`src/psb_pkg.sv`:
```
// Function
// - temperature status bit 0 reads 1 while die is above hot threshold, else 0.
// - temperature status at 04h, resets to zero, bits 7 to 1 read zero.
// - shutdown cause at 05h, resets to zero, bits 7 to 4 read zero.
// - cause flags are set by hardware only; host writes 1 to clear, 0 keeps.
// - bit 2 is set on a shutdown caused by supply undervoltage.
// - bit 1 is set on a shutdown caused by an unmasked rail fault.
// - bit 0 is set on a shutdown caused by critical die temperature.
// - any of those three cause flags becoming set also sets shutdown irq flag.
// - cold-off flag bit 3 is never set by hardware; writing 1 clears it.
// - per-rail fault status is readable at B2h and B3h.
// - controller 1 register at 20h, factory reset, bits 7 to 1 voltage code.
// - controller 2 register at 21h, factory reset, bits 7 to 1 voltage code.
// - voltage codes map onto 10 mV step and 25 mV step ranges.
// - bit 0 picks active ramp down (0) or passive decay (1).
// - shutdown irq flag is bit 3 at 02h, set on shutdown, write 1 clears only while all cause flags are zero.
package psb_pkg;
  // register offsets
  localparam logic [7:0] ADDR_IRQ = 8'h02;
  localparam logic [7:0] ADDR_TEMP = 8'h04;
  localparam logic [7:0] ADDR_CAUSE = 8'h05;
  localparam logic [7:0] ADDR_CTRL1 = 8'h20;
  localparam logic [7:0] ADDR_CTRL2 = 8'h21;
  localparam logic [7:0] ADDR_FAULT1 = 8'hb2;
  localparam logic [7:0] ADDR_FAULT2 = 8'hb3;
  // field positions
  localparam int HOT_BIT = 0;
  localparam int CAUSE_COLD_BIT = 3;
  localparam int CAUSE_UV_BIT = 2;
  localparam int CAUSE_RAIL_BIT = 1;
  localparam int CAUSE_HEAT_BIT = 0;
  localparam int IRQ_SHUT_BIT = 3;
  localparam int CTRL_DECAY_BIT = 0;
  localparam int CTRL_CODE_LSB = 1;
  localparam int CTRL_CODE_MSB = 7;
  // reset values
  localparam logic [7:0] TEMP_RESET = 8'h00;
  localparam logic [3:0] CAUSE_RESET = 4'h0;
  localparam logic IRQ_RESET = 1'b0;
  localparam logic [7:0] CTRL_FACTORY_DEFAULT = 8'h00;
  localparam logic [7:0] READ_ZERO = 8'h00;
  // serial port; slave address value is arbitrary
  localparam logic [6:0] DEV_ADDR_DEFAULT = 7'h5e;
  localparam logic [3:0] BYTE_BITS = 4'h8;
  localparam logic [3:0] LAST_TX_BIT = 4'h7;
  // voltage lookup defaults
  localparam logic [15:0] VC_FINE_STEP_MV = 16'h000a;
  localparam logic [15:0] VC_COARSE_STEP_MV = 16'h0019;
  localparam logic [6:0] VC_SPLIT_DEFAULT = 7'h40;
  localparam logic [15:0] VC_FINE_BASE_DEFAULT = 16'h0000;
  localparam logic [15:0] VC_COARSE_BASE_DEFAULT = 16'h0000;
  // synchroniser lane layout
  localparam int SYNC_W = 22;
  localparam int SY_SCL = 0;
  localparam int SY_SDA = 1;
  localparam int SY_HOT = 2;
  localparam int SY_UV = 3;
  localparam int SY_RAIL = 4;
  localparam int SY_HEAT = 5;
  localparam int SY_FAULT_LSB = 6;
  localparam int SY_FAULT_MSB = 21;
  typedef enum logic [3:0] {
    ST_IDLE, ST_ADDR, ST_ACK_ADDR, ST_PTR, ST_ACK_PTR,
    ST_WR, ST_ACK_WR, ST_RD, ST_ACK_RD
  } psb_state_t;
endpackage

```
`src/psb_sync.sv`:
```
`timescale 1ns/100ps
module psb_sync #(
  parameter int W = 1
) (
  input wire logic ref_clk,
  input wire logic sys_rst,
  input wire logic [W-1:0] async_in,
  output logic [W-1:0] sync_out
);
  logic [W-1:0] meta_reg;

  always_ff @(posedge ref_clk) begin
    if (sys_rst) begin
      meta_reg <= '0;
      sync_out <= '0;
    end else begin
      meta_reg <= async_in;
      sync_out <= meta_reg;
    end
  end
endmodule // psb_sync

```
`src/psb_vcode_lut.sv`:
```
`timescale 1ns/100ps
module psb_vcode_lut import psb_pkg::*; #(
  parameter logic [6:0] SPLIT_CODE = VC_SPLIT_DEFAULT,
  parameter logic [15:0] FINE_BASE_MV = VC_FINE_BASE_DEFAULT,
  parameter logic [15:0] COARSE_BASE_MV = VC_COARSE_BASE_DEFAULT
) (
  input wire logic [6:0] code,
  output logic [15:0] target_mv
);
  logic [15:0] code_w;
  logic [15:0] split_w;

  assign code_w = {9'h000, code};
  assign split_w = {9'h000, SPLIT_CODE};

  // fine range below split, coarse range from split upward
  always_comb begin
    if (code < SPLIT_CODE) begin
      target_mv = 16'(FINE_BASE_MV + code_w * VC_FINE_STEP_MV);
    end else begin
      target_mv = 16'(COARSE_BASE_MV +
                      (code_w - split_w) * VC_COARSE_STEP_MV);
    end
  end
endmodule // psb_vcode_lut

```
`src/psb_regs.sv`:
```
`timescale 1ns/100ps
module psb_regs import psb_pkg::*; #(
  parameter logic [6:0] DEV_ADDR = DEV_ADDR_DEFAULT,
  parameter logic [7:0] CTRL1_FACTORY = CTRL_FACTORY_DEFAULT,
  parameter logic [7:0] CTRL2_FACTORY = CTRL_FACTORY_DEFAULT,
  parameter logic [6:0] SPLIT_CODE = VC_SPLIT_DEFAULT,
  parameter logic [15:0] FINE_BASE_MV = VC_FINE_BASE_DEFAULT,
  parameter logic [15:0] COARSE_BASE_MV = VC_COARSE_BASE_DEFAULT
) (
  input wire logic ref_clk,
  input wire logic sys_rst,
  input wire logic scl_in,
  input wire logic sda_in,
  output logic sda_out,
  output logic sda_oe,
  input wire logic die_above_hot,
  input wire logic uv_shutdown,
  input wire logic rail_fault_shutdown,
  input wire logic overheat_shutdown,
  input wire logic [15:0] rail_fault_status,
  output logic shutdown_irq_flag,
  output logic [6:0] ctrl1_voltage_code,
  output logic ctrl1_passive_ramp_sel,
  output logic [6:0] ctrl2_voltage_code,
  output logic ctrl2_passive_ramp_sel,
  output logic [15:0] ctrl1_target_mv,
  output logic [15:0] ctrl2_target_mv
);
  logic [SYNC_W-1:0] raw_in;
  logic [SYNC_W-1:0] sync_in;
  logic scl_s;
  logic sda_s;
  logic hot_s;
  logic [15:0] fault_s;
  logic scl_prev_reg;
  logic sda_prev_reg;
  logic scl_rise;
  logic scl_fall;
  logic start_det;
  logic stop_det;

  psb_state_t state_reg;
  logic [3:0] bit_cnt_reg;
  logic [7:0] shift_reg;
  logic [7:0] tx_reg;
  logic [7:0] ptr_reg;
  logic rw_reg;
  logic mack_reg;
  logic sda_oe_reg;
  logic sda_out_reg;
  logic wr_pulse_reg;
  logic [7:0] wr_addr_reg;
  logic [7:0] wr_data_reg;
  logic [7:0] rd_byte;

  logic [2:0] evt_prev_reg;
  logic [3:0] cause_set;
  logic [3:0] cause_clr;
  logic [3:0] cause_reg;
  logic [3:0] cause_next;
  logic irq_reg;
  logic irq_next;
  logic irq_set;
  logic irq_clr;
  logic [7:0] ctrl1_reg;
  logic [7:0] ctrl2_reg;
  logic [15:0] lut1_mv;
  logic [15:0] lut2_mv;
  logic [15:0] tgt1_reg;
  logic [15:0] tgt2_reg;

  // true in the cycle a host write to the given offset completes
  function automatic logic wr_hit(input logic [7:0] a);
    wr_hit = wr_pulse_reg && (wr_addr_reg == a);
  endfunction

  // every pin input passes two flops
  always_comb begin
    raw_in = '0;
    raw_in[SY_SCL] = scl_in;
    raw_in[SY_SDA] = sda_in;
    raw_in[SY_HOT] = die_above_hot;
    raw_in[SY_UV] = uv_shutdown;
    raw_in[SY_RAIL] = rail_fault_shutdown;
    raw_in[SY_HEAT] = overheat_shutdown;
    raw_in[SY_FAULT_MSB:SY_FAULT_LSB] = rail_fault_status;
  end

  psb_sync #(
    .W(SYNC_W)
  ) u_sync (
    .ref_clk(ref_clk),
    .sys_rst(sys_rst),
    .async_in(raw_in),
    .sync_out(sync_in)
  );

  assign scl_s = sync_in[SY_SCL];
  assign sda_s = sync_in[SY_SDA];
  assign hot_s = sync_in[SY_HOT];
  assign fault_s = sync_in[SY_FAULT_MSB:SY_FAULT_LSB];

  // bus line edges and start/stop conditions
  always_ff @(posedge ref_clk) begin
    if (sys_rst) begin
      scl_prev_reg <= 1'b0;
      sda_prev_reg <= 1'b0;
    end else begin
      scl_prev_reg <= scl_s;
      sda_prev_reg <= sda_s;
    end
  end

  assign scl_rise = scl_s & ~scl_prev_reg;
  assign scl_fall = ~scl_s & scl_prev_reg;
  assign start_det = scl_s & scl_prev_reg & sda_prev_reg & ~sda_s;
  assign stop_det = scl_s & scl_prev_reg & ~sda_prev_reg & sda_s;

  // read data for the current pointer
  always_comb begin
    case (ptr_reg)
      ADDR_IRQ: rd_byte = {4'h0, irq_reg, 3'h0};
      ADDR_TEMP: rd_byte = {7'h00, hot_s};
      ADDR_CAUSE: rd_byte = {4'h0, cause_reg};
      ADDR_CTRL1: rd_byte = ctrl1_reg;
      ADDR_CTRL2: rd_byte = ctrl2_reg;
      ADDR_FAULT1: rd_byte = fault_s[7:0];
      ADDR_FAULT2: rd_byte = fault_s[15:8];
      default: rd_byte = READ_ZERO;
    endcase
  end

  // serial slave: address, register pointer, then data bytes
  always_ff @(posedge ref_clk) begin
    wr_pulse_reg <= 1'b0;
    sda_out_reg <= 1'b0;
    if (sys_rst) begin
      state_reg <= ST_IDLE;
      bit_cnt_reg <= 4'h0;
      shift_reg <= 8'h00;
      tx_reg <= 8'h00;
      ptr_reg <= 8'h00;
      rw_reg <= 1'b0;
      mack_reg <= 1'b0;
      sda_oe_reg <= 1'b0;
      wr_addr_reg <= 8'h00;
      wr_data_reg <= 8'h00;
    end else if (start_det) begin
      state_reg <= ST_ADDR;
      bit_cnt_reg <= 4'h0;
      sda_oe_reg <= 1'b0;
    end else if (stop_det) begin
      state_reg <= ST_IDLE;
      sda_oe_reg <= 1'b0;
    end else begin
      unique case (state_reg)
        ST_IDLE: begin
          sda_oe_reg <= 1'b0;
        end
        ST_ADDR, ST_PTR, ST_WR: begin
          if (scl_rise) begin
            shift_reg <= {shift_reg[6:0], sda_s};
            bit_cnt_reg <= bit_cnt_reg + 4'h1;
          end else if (scl_fall && bit_cnt_reg == BYTE_BITS) begin
            bit_cnt_reg <= 4'h0;
            if (state_reg == ST_ADDR) begin
              if (shift_reg[7:1] == DEV_ADDR) begin
                rw_reg <= shift_reg[0];
                sda_oe_reg <= 1'b1;
                state_reg <= ST_ACK_ADDR;
              end else begin
                state_reg <= ST_IDLE;
              end
            end else if (state_reg == ST_PTR) begin
              ptr_reg <= shift_reg;
              sda_oe_reg <= 1'b1;
              state_reg <= ST_ACK_PTR;
            end else begin
              wr_pulse_reg <= 1'b1;
              wr_addr_reg <= ptr_reg;
              wr_data_reg <= shift_reg;
              ptr_reg <= ptr_reg + 8'h01;
              sda_oe_reg <= 1'b1;
              state_reg <= ST_ACK_WR;
            end
          end
        end
        ST_ACK_ADDR: begin
          if (scl_fall) begin
            bit_cnt_reg <= 4'h0;
            if (rw_reg) begin
              tx_reg <= rd_byte;
              sda_oe_reg <= ~rd_byte[7];
              ptr_reg <= ptr_reg + 8'h01;
              state_reg <= ST_RD;
            end else begin
              sda_oe_reg <= 1'b0;
              state_reg <= ST_PTR;
            end
          end
        end
        ST_ACK_PTR, ST_ACK_WR: begin
          if (scl_fall) begin
            sda_oe_reg <= 1'b0;
            bit_cnt_reg <= 4'h0;
            state_reg <= ST_WR;
          end
        end
        ST_RD: begin
          if (scl_fall) begin
            if (bit_cnt_reg == LAST_TX_BIT) begin
              sda_oe_reg <= 1'b0;
              bit_cnt_reg <= 4'h0;
              state_reg <= ST_ACK_RD;
            end else begin
              bit_cnt_reg <= bit_cnt_reg + 4'h1;
              tx_reg <= {tx_reg[6:0], 1'b0};
              sda_oe_reg <= ~tx_reg[6];
            end
          end
        end
        ST_ACK_RD: begin
          if (scl_rise) begin
            mack_reg <= ~sda_s;
          end else if (scl_fall) begin
            if (mack_reg) begin
              tx_reg <= rd_byte;
              sda_oe_reg <= ~rd_byte[7];
              ptr_reg <= ptr_reg + 8'h01;
              state_reg <= ST_RD;
            end else begin
              state_reg <= ST_IDLE;
            end
          end
        end
      endcase
    end
  end

  // shutdown events: rising edge of each synchronised request
  always_ff @(posedge ref_clk) begin
    if (sys_rst) begin
      evt_prev_reg <= 3'h0;
    end else begin
      evt_prev_reg <= {sync_in[SY_UV], sync_in[SY_RAIL], sync_in[SY_HEAT]};
    end
  end

  always_comb begin
    cause_set = 4'h0;
    cause_set[CAUSE_COLD_BIT] = 1'b0;
    cause_set[CAUSE_UV_BIT] = sync_in[SY_UV] & ~evt_prev_reg[2];
    cause_set[CAUSE_RAIL_BIT] = sync_in[SY_RAIL] & ~evt_prev_reg[1];
    cause_set[CAUSE_HEAT_BIT] = sync_in[SY_HEAT] & ~evt_prev_reg[0];
    cause_clr = wr_hit(ADDR_CAUSE) ? wr_data_reg[3:0] : 4'h0;
    // a new event wins over a clear in the same cycle
    cause_next = (cause_reg & ~cause_clr) | cause_set;
    irq_set = |cause_set;
    irq_clr = wr_hit(ADDR_IRQ) && wr_data_reg[IRQ_SHUT_BIT] &&
              (cause_reg == 4'h0);
    irq_next = irq_set | (irq_reg & ~irq_clr);
  end

  // reset or a host write of 1 clears the cause flags
  always_ff @(posedge ref_clk) begin
    if (sys_rst) begin
      cause_reg <= CAUSE_RESET;
      irq_reg <= IRQ_RESET;
    end else begin
      cause_reg <= cause_next;
      irq_reg <= irq_next;
    end
  end

  // controller voltage registers
  always_ff @(posedge ref_clk) begin
    if (sys_rst) begin
      ctrl1_reg <= CTRL1_FACTORY;
      ctrl2_reg <= CTRL2_FACTORY;
    end else begin
      if (wr_hit(ADDR_CTRL1)) begin
        ctrl1_reg <= wr_data_reg;
      end
      if (wr_hit(ADDR_CTRL2)) begin
        ctrl2_reg <= wr_data_reg;
      end
    end
  end

  psb_vcode_lut #(
    .SPLIT_CODE(SPLIT_CODE),
    .FINE_BASE_MV(FINE_BASE_MV),
    .COARSE_BASE_MV(COARSE_BASE_MV)
  ) u_lut1 (
    .code(ctrl1_reg[CTRL_CODE_MSB:CTRL_CODE_LSB]),
    .target_mv(lut1_mv)
  );

  psb_vcode_lut #(
    .SPLIT_CODE(SPLIT_CODE),
    .FINE_BASE_MV(FINE_BASE_MV),
    .COARSE_BASE_MV(COARSE_BASE_MV)
  ) u_lut2 (
    .code(ctrl2_reg[CTRL_CODE_MSB:CTRL_CODE_LSB]),
    .target_mv(lut2_mv)
  );

  always_ff @(posedge ref_clk) begin
    if (sys_rst) begin
      tgt1_reg <= 16'h0000;
      tgt2_reg <= 16'h0000;
    end else begin
      tgt1_reg <= lut1_mv;
      tgt2_reg <= lut2_mv;
    end
  end

  assign sda_out = sda_out_reg;
  assign sda_oe = sda_oe_reg;
  assign shutdown_irq_flag = irq_reg;
  assign ctrl1_voltage_code = ctrl1_reg[CTRL_CODE_MSB:CTRL_CODE_LSB];
  assign ctrl1_passive_ramp_sel = ctrl1_reg[CTRL_DECAY_BIT];
  assign ctrl2_voltage_code = ctrl2_reg[CTRL_CODE_MSB:CTRL_CODE_LSB];
  assign ctrl2_passive_ramp_sel = ctrl2_reg[CTRL_DECAY_BIT];
  assign ctrl1_target_mv = tgt1_reg;
  assign ctrl2_target_mv = tgt2_reg;
endmodule // psb_regs

```
`config.mk`:
```
export PLATFORM = sky130hd
export DESIGN_NAME = psb_regs
export DESIGN_NICKNAME = d
export VERILOG_FILES = /design/src/psb_pkg.sv /design/src/psb_sync.sv /design/src/psb_vcode_lut.sv /design/src/psb_regs.sv
export SDC_FILE = /design/constraint.sdc
export NUM_CORES = 1
export LEC_CHECK = 0
export BUFFER_PORTS_ARGS = -buffer_cell sky130_fd_sc_hd__buf_2
export CAP_MARGIN = 20
export CORE_UTILIZATION = 60
export CTS_CLUSTER_SIZE = 24
export DETAILED_ROUTE_END_ITERATION = 7
export PLACE_DENSITY_LB_ADDON = 0.05
export SYNTH_ARGS = -nofsm -noshare
export SYNTH_HDL_FRONTEND = slang
export SYNTH_HIERARCHICAL = 1
export SYNTH_SLANG_ARGS = --single-unit
```
`constraint.sdc`:
```
create_clock -name ref_clk -period 5.4 [get_ports ref_clk]
set_input_delay 0.27 -clock ref_clk [delete_from_list [all_inputs] [get_ports ref_clk]]
set_output_delay 0.27 -clock ref_clk [all_outputs]
set_load 0.01 [all_outputs]
```
* Yosys cells after proc, flatten, opt, wreduce, memory -nomap -nowiden
Index checks and enable logic that the tools add are counted.
** Cells by class
- Add/sub/neg operators :: 4
- $mul :: 4
- Magnitude comparators :: 2
- Equal/unequal tests :: 45
- Mux-type cells :: 58
- Bitwise logic cells :: 32
- Reductions and logical operators :: 33
** Operators with widths (number)
- 8-bit two-way mux :: 9
- 4-bit two-way mux :: 15
- 8-bit one-hot mux with 7 select lines :: 1
- 7-bit two-way mux :: 7
- 8-bit by 6-bit == test with 1-bit output, second input constant :: 4
- 16-bit by 5-bit multiplier with 16-bit output, second input constant :: 2
- 16-bit two-way mux :: 2
- 4-bit != test, second input constant :: 8
- 9-bit AND reduction :: 3
- 8-bit by 3-bit == test with 1-bit output, second input constant :: 3
- 2-bit != test, second input constant :: 12
- 8-bit one-hot mux with 3 select lines :: 1
- 7-bit one-hot mux with 3 select lines :: 1
- 4-bit by 3-bit == test with 1-bit output, second input constant :: 5
- 7-bit by 3-bit multiplier with 10-bit output, second input constant :: 2
- 4-bit one-hot mux with 5 select lines :: 1
- 1-bit NOT :: 17
- 8-bit by 2-bit == test with 1-bit output, second input constant :: 2
- 8-bit == test, second input constant :: 2
- 7-bit by 7-bit subtractor with 8-bit output, second input constant :: 2
- 1-bit two-way mux :: 15
- 7-bit less-than comparator, second input constant :: 2
- 7-bit AND reduction :: 2
- 4-bit one-hot mux with 3 select lines :: 1
- 28 further kinds :: 59
** Storage, ports and cells
- Bits in registers :: 153
- Input port bits :: 24
- Output and inout bits :: 51
- Logic and storage cells :: 203

* Logic depth before layout (Yosys ltp)
- Word-level depth :: 8
- Mapped depth :: 13
- Gate-level depth less buffers :: 12

* By module
Netlist, hierarchy kept.
** Modules (own cells, without submodules)
- psb_regs :: instances 1, cells an instance 544, area an instance 4953.5 µm², sequential area each 2182.1 µm²
- psb_vcode_lut :: instances 2, cells an instance 119, area an instance 1024.7 µm², sequential area each 0.0 µm²
- psb_sync :: instances 1, cells an instance 92, area an instance 1176.1 µm², sequential area each 880.8 µm²

* Worst setup path before layout
OpenSTA, ideal clock, no wires.
- Path type :: register -> register
- Start :: register ctrl2_reg[3]
- End :: register tgt2_reg[11] (netlist: ctrl2_target_mv[11])
- Setup time :: 128 ps
- Arrival time :: 2834 ps
- Required time :: 5272 ps
- Path slack :: 2438 ps
- Stages on the path, launching flop included :: 12
- Buffers on the path :: 0
- Period minus slack after synthesis :: 2962 ps
- Path through :: dfxtp_1 > ha_1 > fa_1 > ha_1 > ha_1 > inv_1 > fa_1 > nand2b_1 > a21oi_1 > nor4_1 > a311o_1 > nor2b_1
** Between the ends
- Cells in the longest elaborated chain, start to end :: 3
- Elaborated cells on any way between the ends :: 4
- Classes of those cells :: add/sub: 1; mul: 1; order compare: 1; mux: 1
** Ends and longest elaborated chain
- from (decl) :: line psb_regs.sv:66 : logic [7:0] ctrl2_reg;
- from (signal assigned) :: line psb_regs.sv:285 : ctrl2_reg <= wr_data_reg;
- 7-bit by 7-bit subtractor with 8-bit output :: line psb_vcode_lut.sv:22 : (code_w - split_w) * VC_COARSE_STEP_MV);
- 16-bit by 5-bit multiplier with 16-bit output :: line psb_vcode_lut.sv:22
- 16-bit two-way mux (*) :: line psb_vcode_lut.sv:18 : if (code < SPLIT_CODE) begin
- named net lut2_mv[11] :: line psb_regs.sv:68 : logic [15:0] lut2_mv;
- to (signal assigned) :: line psb_regs.sv:314 : tgt2_reg <= lut2_mv;
- to (decl) :: line psb_regs.sv:70 : logic [15:0] tgt2_reg;
Mark *: on every way through the listed nets, which the timed path passes. The rest lies on a longest branch.
A chain may end at the register's enable or synchronous reset.

* Worst setup path in the final report
- Start :: register ctrl1_reg[3]
- End :: register tgt1_reg[11] (netlist: ctrl1_target_mv[11])
** Between the ends
- Cells in the longest elaborated chain, start to end :: 3
- Elaborated cells on any way between the ends :: 4
- Classes of those cells :: add/sub: 1; mul: 1; order compare: 1; mux: 1
** Ends and longest elaborated chain
- from (decl) :: line psb_regs.sv:65 : logic [7:0] ctrl1_reg;
- from (signal assigned) :: line psb_regs.sv:282 : ctrl1_reg <= wr_data_reg;
- 7-bit by 7-bit subtractor with 8-bit output :: line psb_vcode_lut.sv:22
- 16-bit by 5-bit multiplier with 16-bit output :: line psb_vcode_lut.sv:22
- 16-bit two-way mux (*) :: line psb_vcode_lut.sv:18
- named net lut1_mv[11] :: line psb_regs.sv:67 : logic [15:0] lut1_mv;
- to (signal assigned) :: line psb_regs.sv:313 : tgt1_reg <= lut1_mv;
- to (decl) :: line psb_regs.sv:69 : logic [15:0] tgt1_reg;
Marks and branches as above.

==> metrics.txt <==
outcome finished, final reports clean; ratio of final minimum period to clock period approximately 60%; P per Cell Area 317 mW/mm2; # resized after CTS 0; Synth cell types between 70 and 80; Num CTS Buffers 17; Antenna Cells 0; Crit Reg-Reg Endpoint ctrl1_target_mv[11]; YS warnings 6; DRT antenna net count 0; Post-synth EDFFs 0; CTS tree built; Worst VDD drop 0.000254 V; CP Capture Type register; Worst Max-Slew Pin Slew ~0.89 ns; drt pass-1 iters 5; H-tree depth 4; Hold Buf Count CTS 0; clock latency on the worst-skew pair around 0.43 ns; sequential area share after synthesis 37.4%; 1st-iter DRT viols 360; relative slew slack 40.5%; R2R Setup Slk approximately 2.2 ns; grt ovf 0; Die Ht ~120 um; Post-CTS Setup Inserts 0; mapped cell area between 0.008 and 0.009 mm2; Vias roughly 6300; Synth area leader dfxtp_1; slowest CP cell dfxtp_1; # rows 42; Synth Area in Compound Gates between 10% and 20%; DIE AREA 0.0141 mm2; initial antenna violation count 0; final cell utilization of the core slightly below 70%; area delta synth->final 12.2%; per-cell routed wire length between 15 and 20 um; kind of critical path reg2reg; all-layer global routing usage between 20 and 30%; boundary pin count 75; clock slew at reported path FFs 0.07 ns; Final GP Congestion around 0.9; clk root buf clkbuf_16; worst path cell trace ha_1 -> fa_1 -> ha_1 -> ha_1 -> inv_1 -> fa_1 -> nand2b_1 -> a21oi_1 -> nor4_1 -> a311o_1 -> nor2b_1; most common cell in the synthesized netlist dfxtp_1; adder-cell share of the synthesized area between 10% and 20%; CORE AREA 0.0132 mm2; Routed WL about 17 mm; Hold Worst Slack ~0.042 ns; first-pass GRT wire length around 28 mm; post-synthesis xor/xnor area fraction under 10%; Port Buffers 73; worst hold path class in2reg; clock period minus worst slack about 3.2 ns; Mapped Cells 874; hpwl dp between 10 and 15 mm; number of global-route vias before repair 6002; Commonest cells post-synth dfxtp_1, nor2_1, nor2b_1; DR vias/cell ~5.6; Fillers ~1100; main flop type after synthesis dfxtp_1; Nets between 1000 and 1500; multiplexer share of the synthesized area between 7 and 8%; CTS Sinks between 150 and 200; hold path depth 2; worst r2r path cells 11; CP arrival ~3.4 ns; crit path max fanout 8; Max Root-Sink Buffers 2; Max stage delay on crit path approximately 0.50 ns; RSZ-0062 raised after global routing false; Synth async-reset ratio 0%; maxcap violations 0; Synth Register Bits around 150; HP Start rail_fault_status[1]; synth top area cells dfxtp_1, ha_1, nor2b_1; Hold Fails Final Rpt 0; Startpoint Class register; TNS Setup 0 ns; Max Fclk 0.317 GHz; number of remaining DRC errors 0; largest family of logic cells by synthesized area simple AND/OR/NAND/NOR gates; worst setup margin ~2.2 ns; layout cells sized above 1 approximately 15%; pin count of the biggest net entering global routing 93; r2r startpoint ctrl1_reg[3]; initial core utilization slightly above 60%; Worst Hold Endpoint u_sync/meta_reg[7]; Critical Path RT around 5.7 ns; die width ~120 um; synthesized area per cell about 9.4 um2; CP dominant cell by count ha_1; Synth top area share between 30% and 40%; Tot Pwr between 2 and 3 mW; Pins Over Slew Limit 0; dpl ws 2.28 ns; Clock Skew just over 0.009 ns; simple logic cell fraction of the synthesized area about a fifth; Lkg Pwr about 4.2 nW; endpoints failing setup 0
[layer usage]
metal  share of wire [%]  track usage (%)  up-vias
li1                    -                -     3122
met1                  44             30.6     2934
met4                 2.5             11.9        0
met5                   0                0        -
met2                  49             43.3      183
met3                 4.2             4.87       33
[metrics by stage]
step / std cells / cell area (um2)
6_report: 1119 / 9180
5_1_grt: 1119 / 9180
2_1_floorplan: 878 / 8190
4_1_cts: 1119 / 9180
3_3_place_gp: 1087 / 8560
3_5_place_dp: 1087 / 8560
[worst max-delay path: cells and delay by family, from the launching register on]
family | cells | cell delay (ns)
adder cells (fa/ha/maj) | 5 | 1.62
AND/OR/NAND/NOR | 3 | 0.39
flip-flops | 1 | 0.50
buffers and inverters | 1 | 0.05
AO/OA/AOI/OAI | 2 | 0.46
[final cells by class]
type	instances	area, um2	area share (%)
multi-input combinational	631	4690	51.1
sequential	153	3060	33.4
clock buffer	17	425	4.63
timing repair buffer	77	398	4.33
tap	176	220	2.40
clock inverter	15	196	2.14
inverter	50	188	2.04
[where the power goes]
| part | internal (mW) | total [mW] | switching (mW) |
|---|---|---|---|
| clock | 0.669 | 1.22 | 0.547 |
| sequential | 1.17 | 1.23 | 0.0601 |
| combinational | 0.186 | 0.468 | 0.282 |
[logic make-up after synthesis]
logic type	after synthesis
AO/OA/AOI/OAI	157
flip-flops	153
XOR/XNOR	18
multiplexers	59
other	3
AND/OR/NAND/NOR	306
adder cells (fa/ha/maj)	84
buffers and inverters	94
[cell usage in the layout (no fill, tap or decap), types with 23 or more instances in the layout]
cell       n
a21oi_1   40
buf_2     72
dfxtp_1  153
ha_1      72
inv_1     48
mux2i_1   48
nand2_1   34
nor2_1    93
nor2b_1   88
o21ai_0   23
[worst max path at each step]
| stage | start | end | slack (ns) | depth (start not counted) |
|---|---|---|---|---|
| after floorplan | ctrl2_reg[3] | ctrl2_target_mv[11] | 2.44 | 11 |
| after global placement | ctrl2_reg[3] | ctrl2_target_mv[11] | 2.35 | 11 |
| after detailed placement | ctrl2_reg[3] | ctrl2_target_mv[11] | 2.28 | 11 |
| after CTS | ctrl1_reg[3] | ctrl1_target_mv[11] | 2.26 | 11 |
| after global routing | ctrl1_reg[3] | ctrl1_target_mv[11] | 2.04 | 11 |
| final | ctrl1_reg[3] | ctrl1_target_mv[11] | 2.24 | 11 |
No activity file was read; power rests on OpenSTA's default activity.
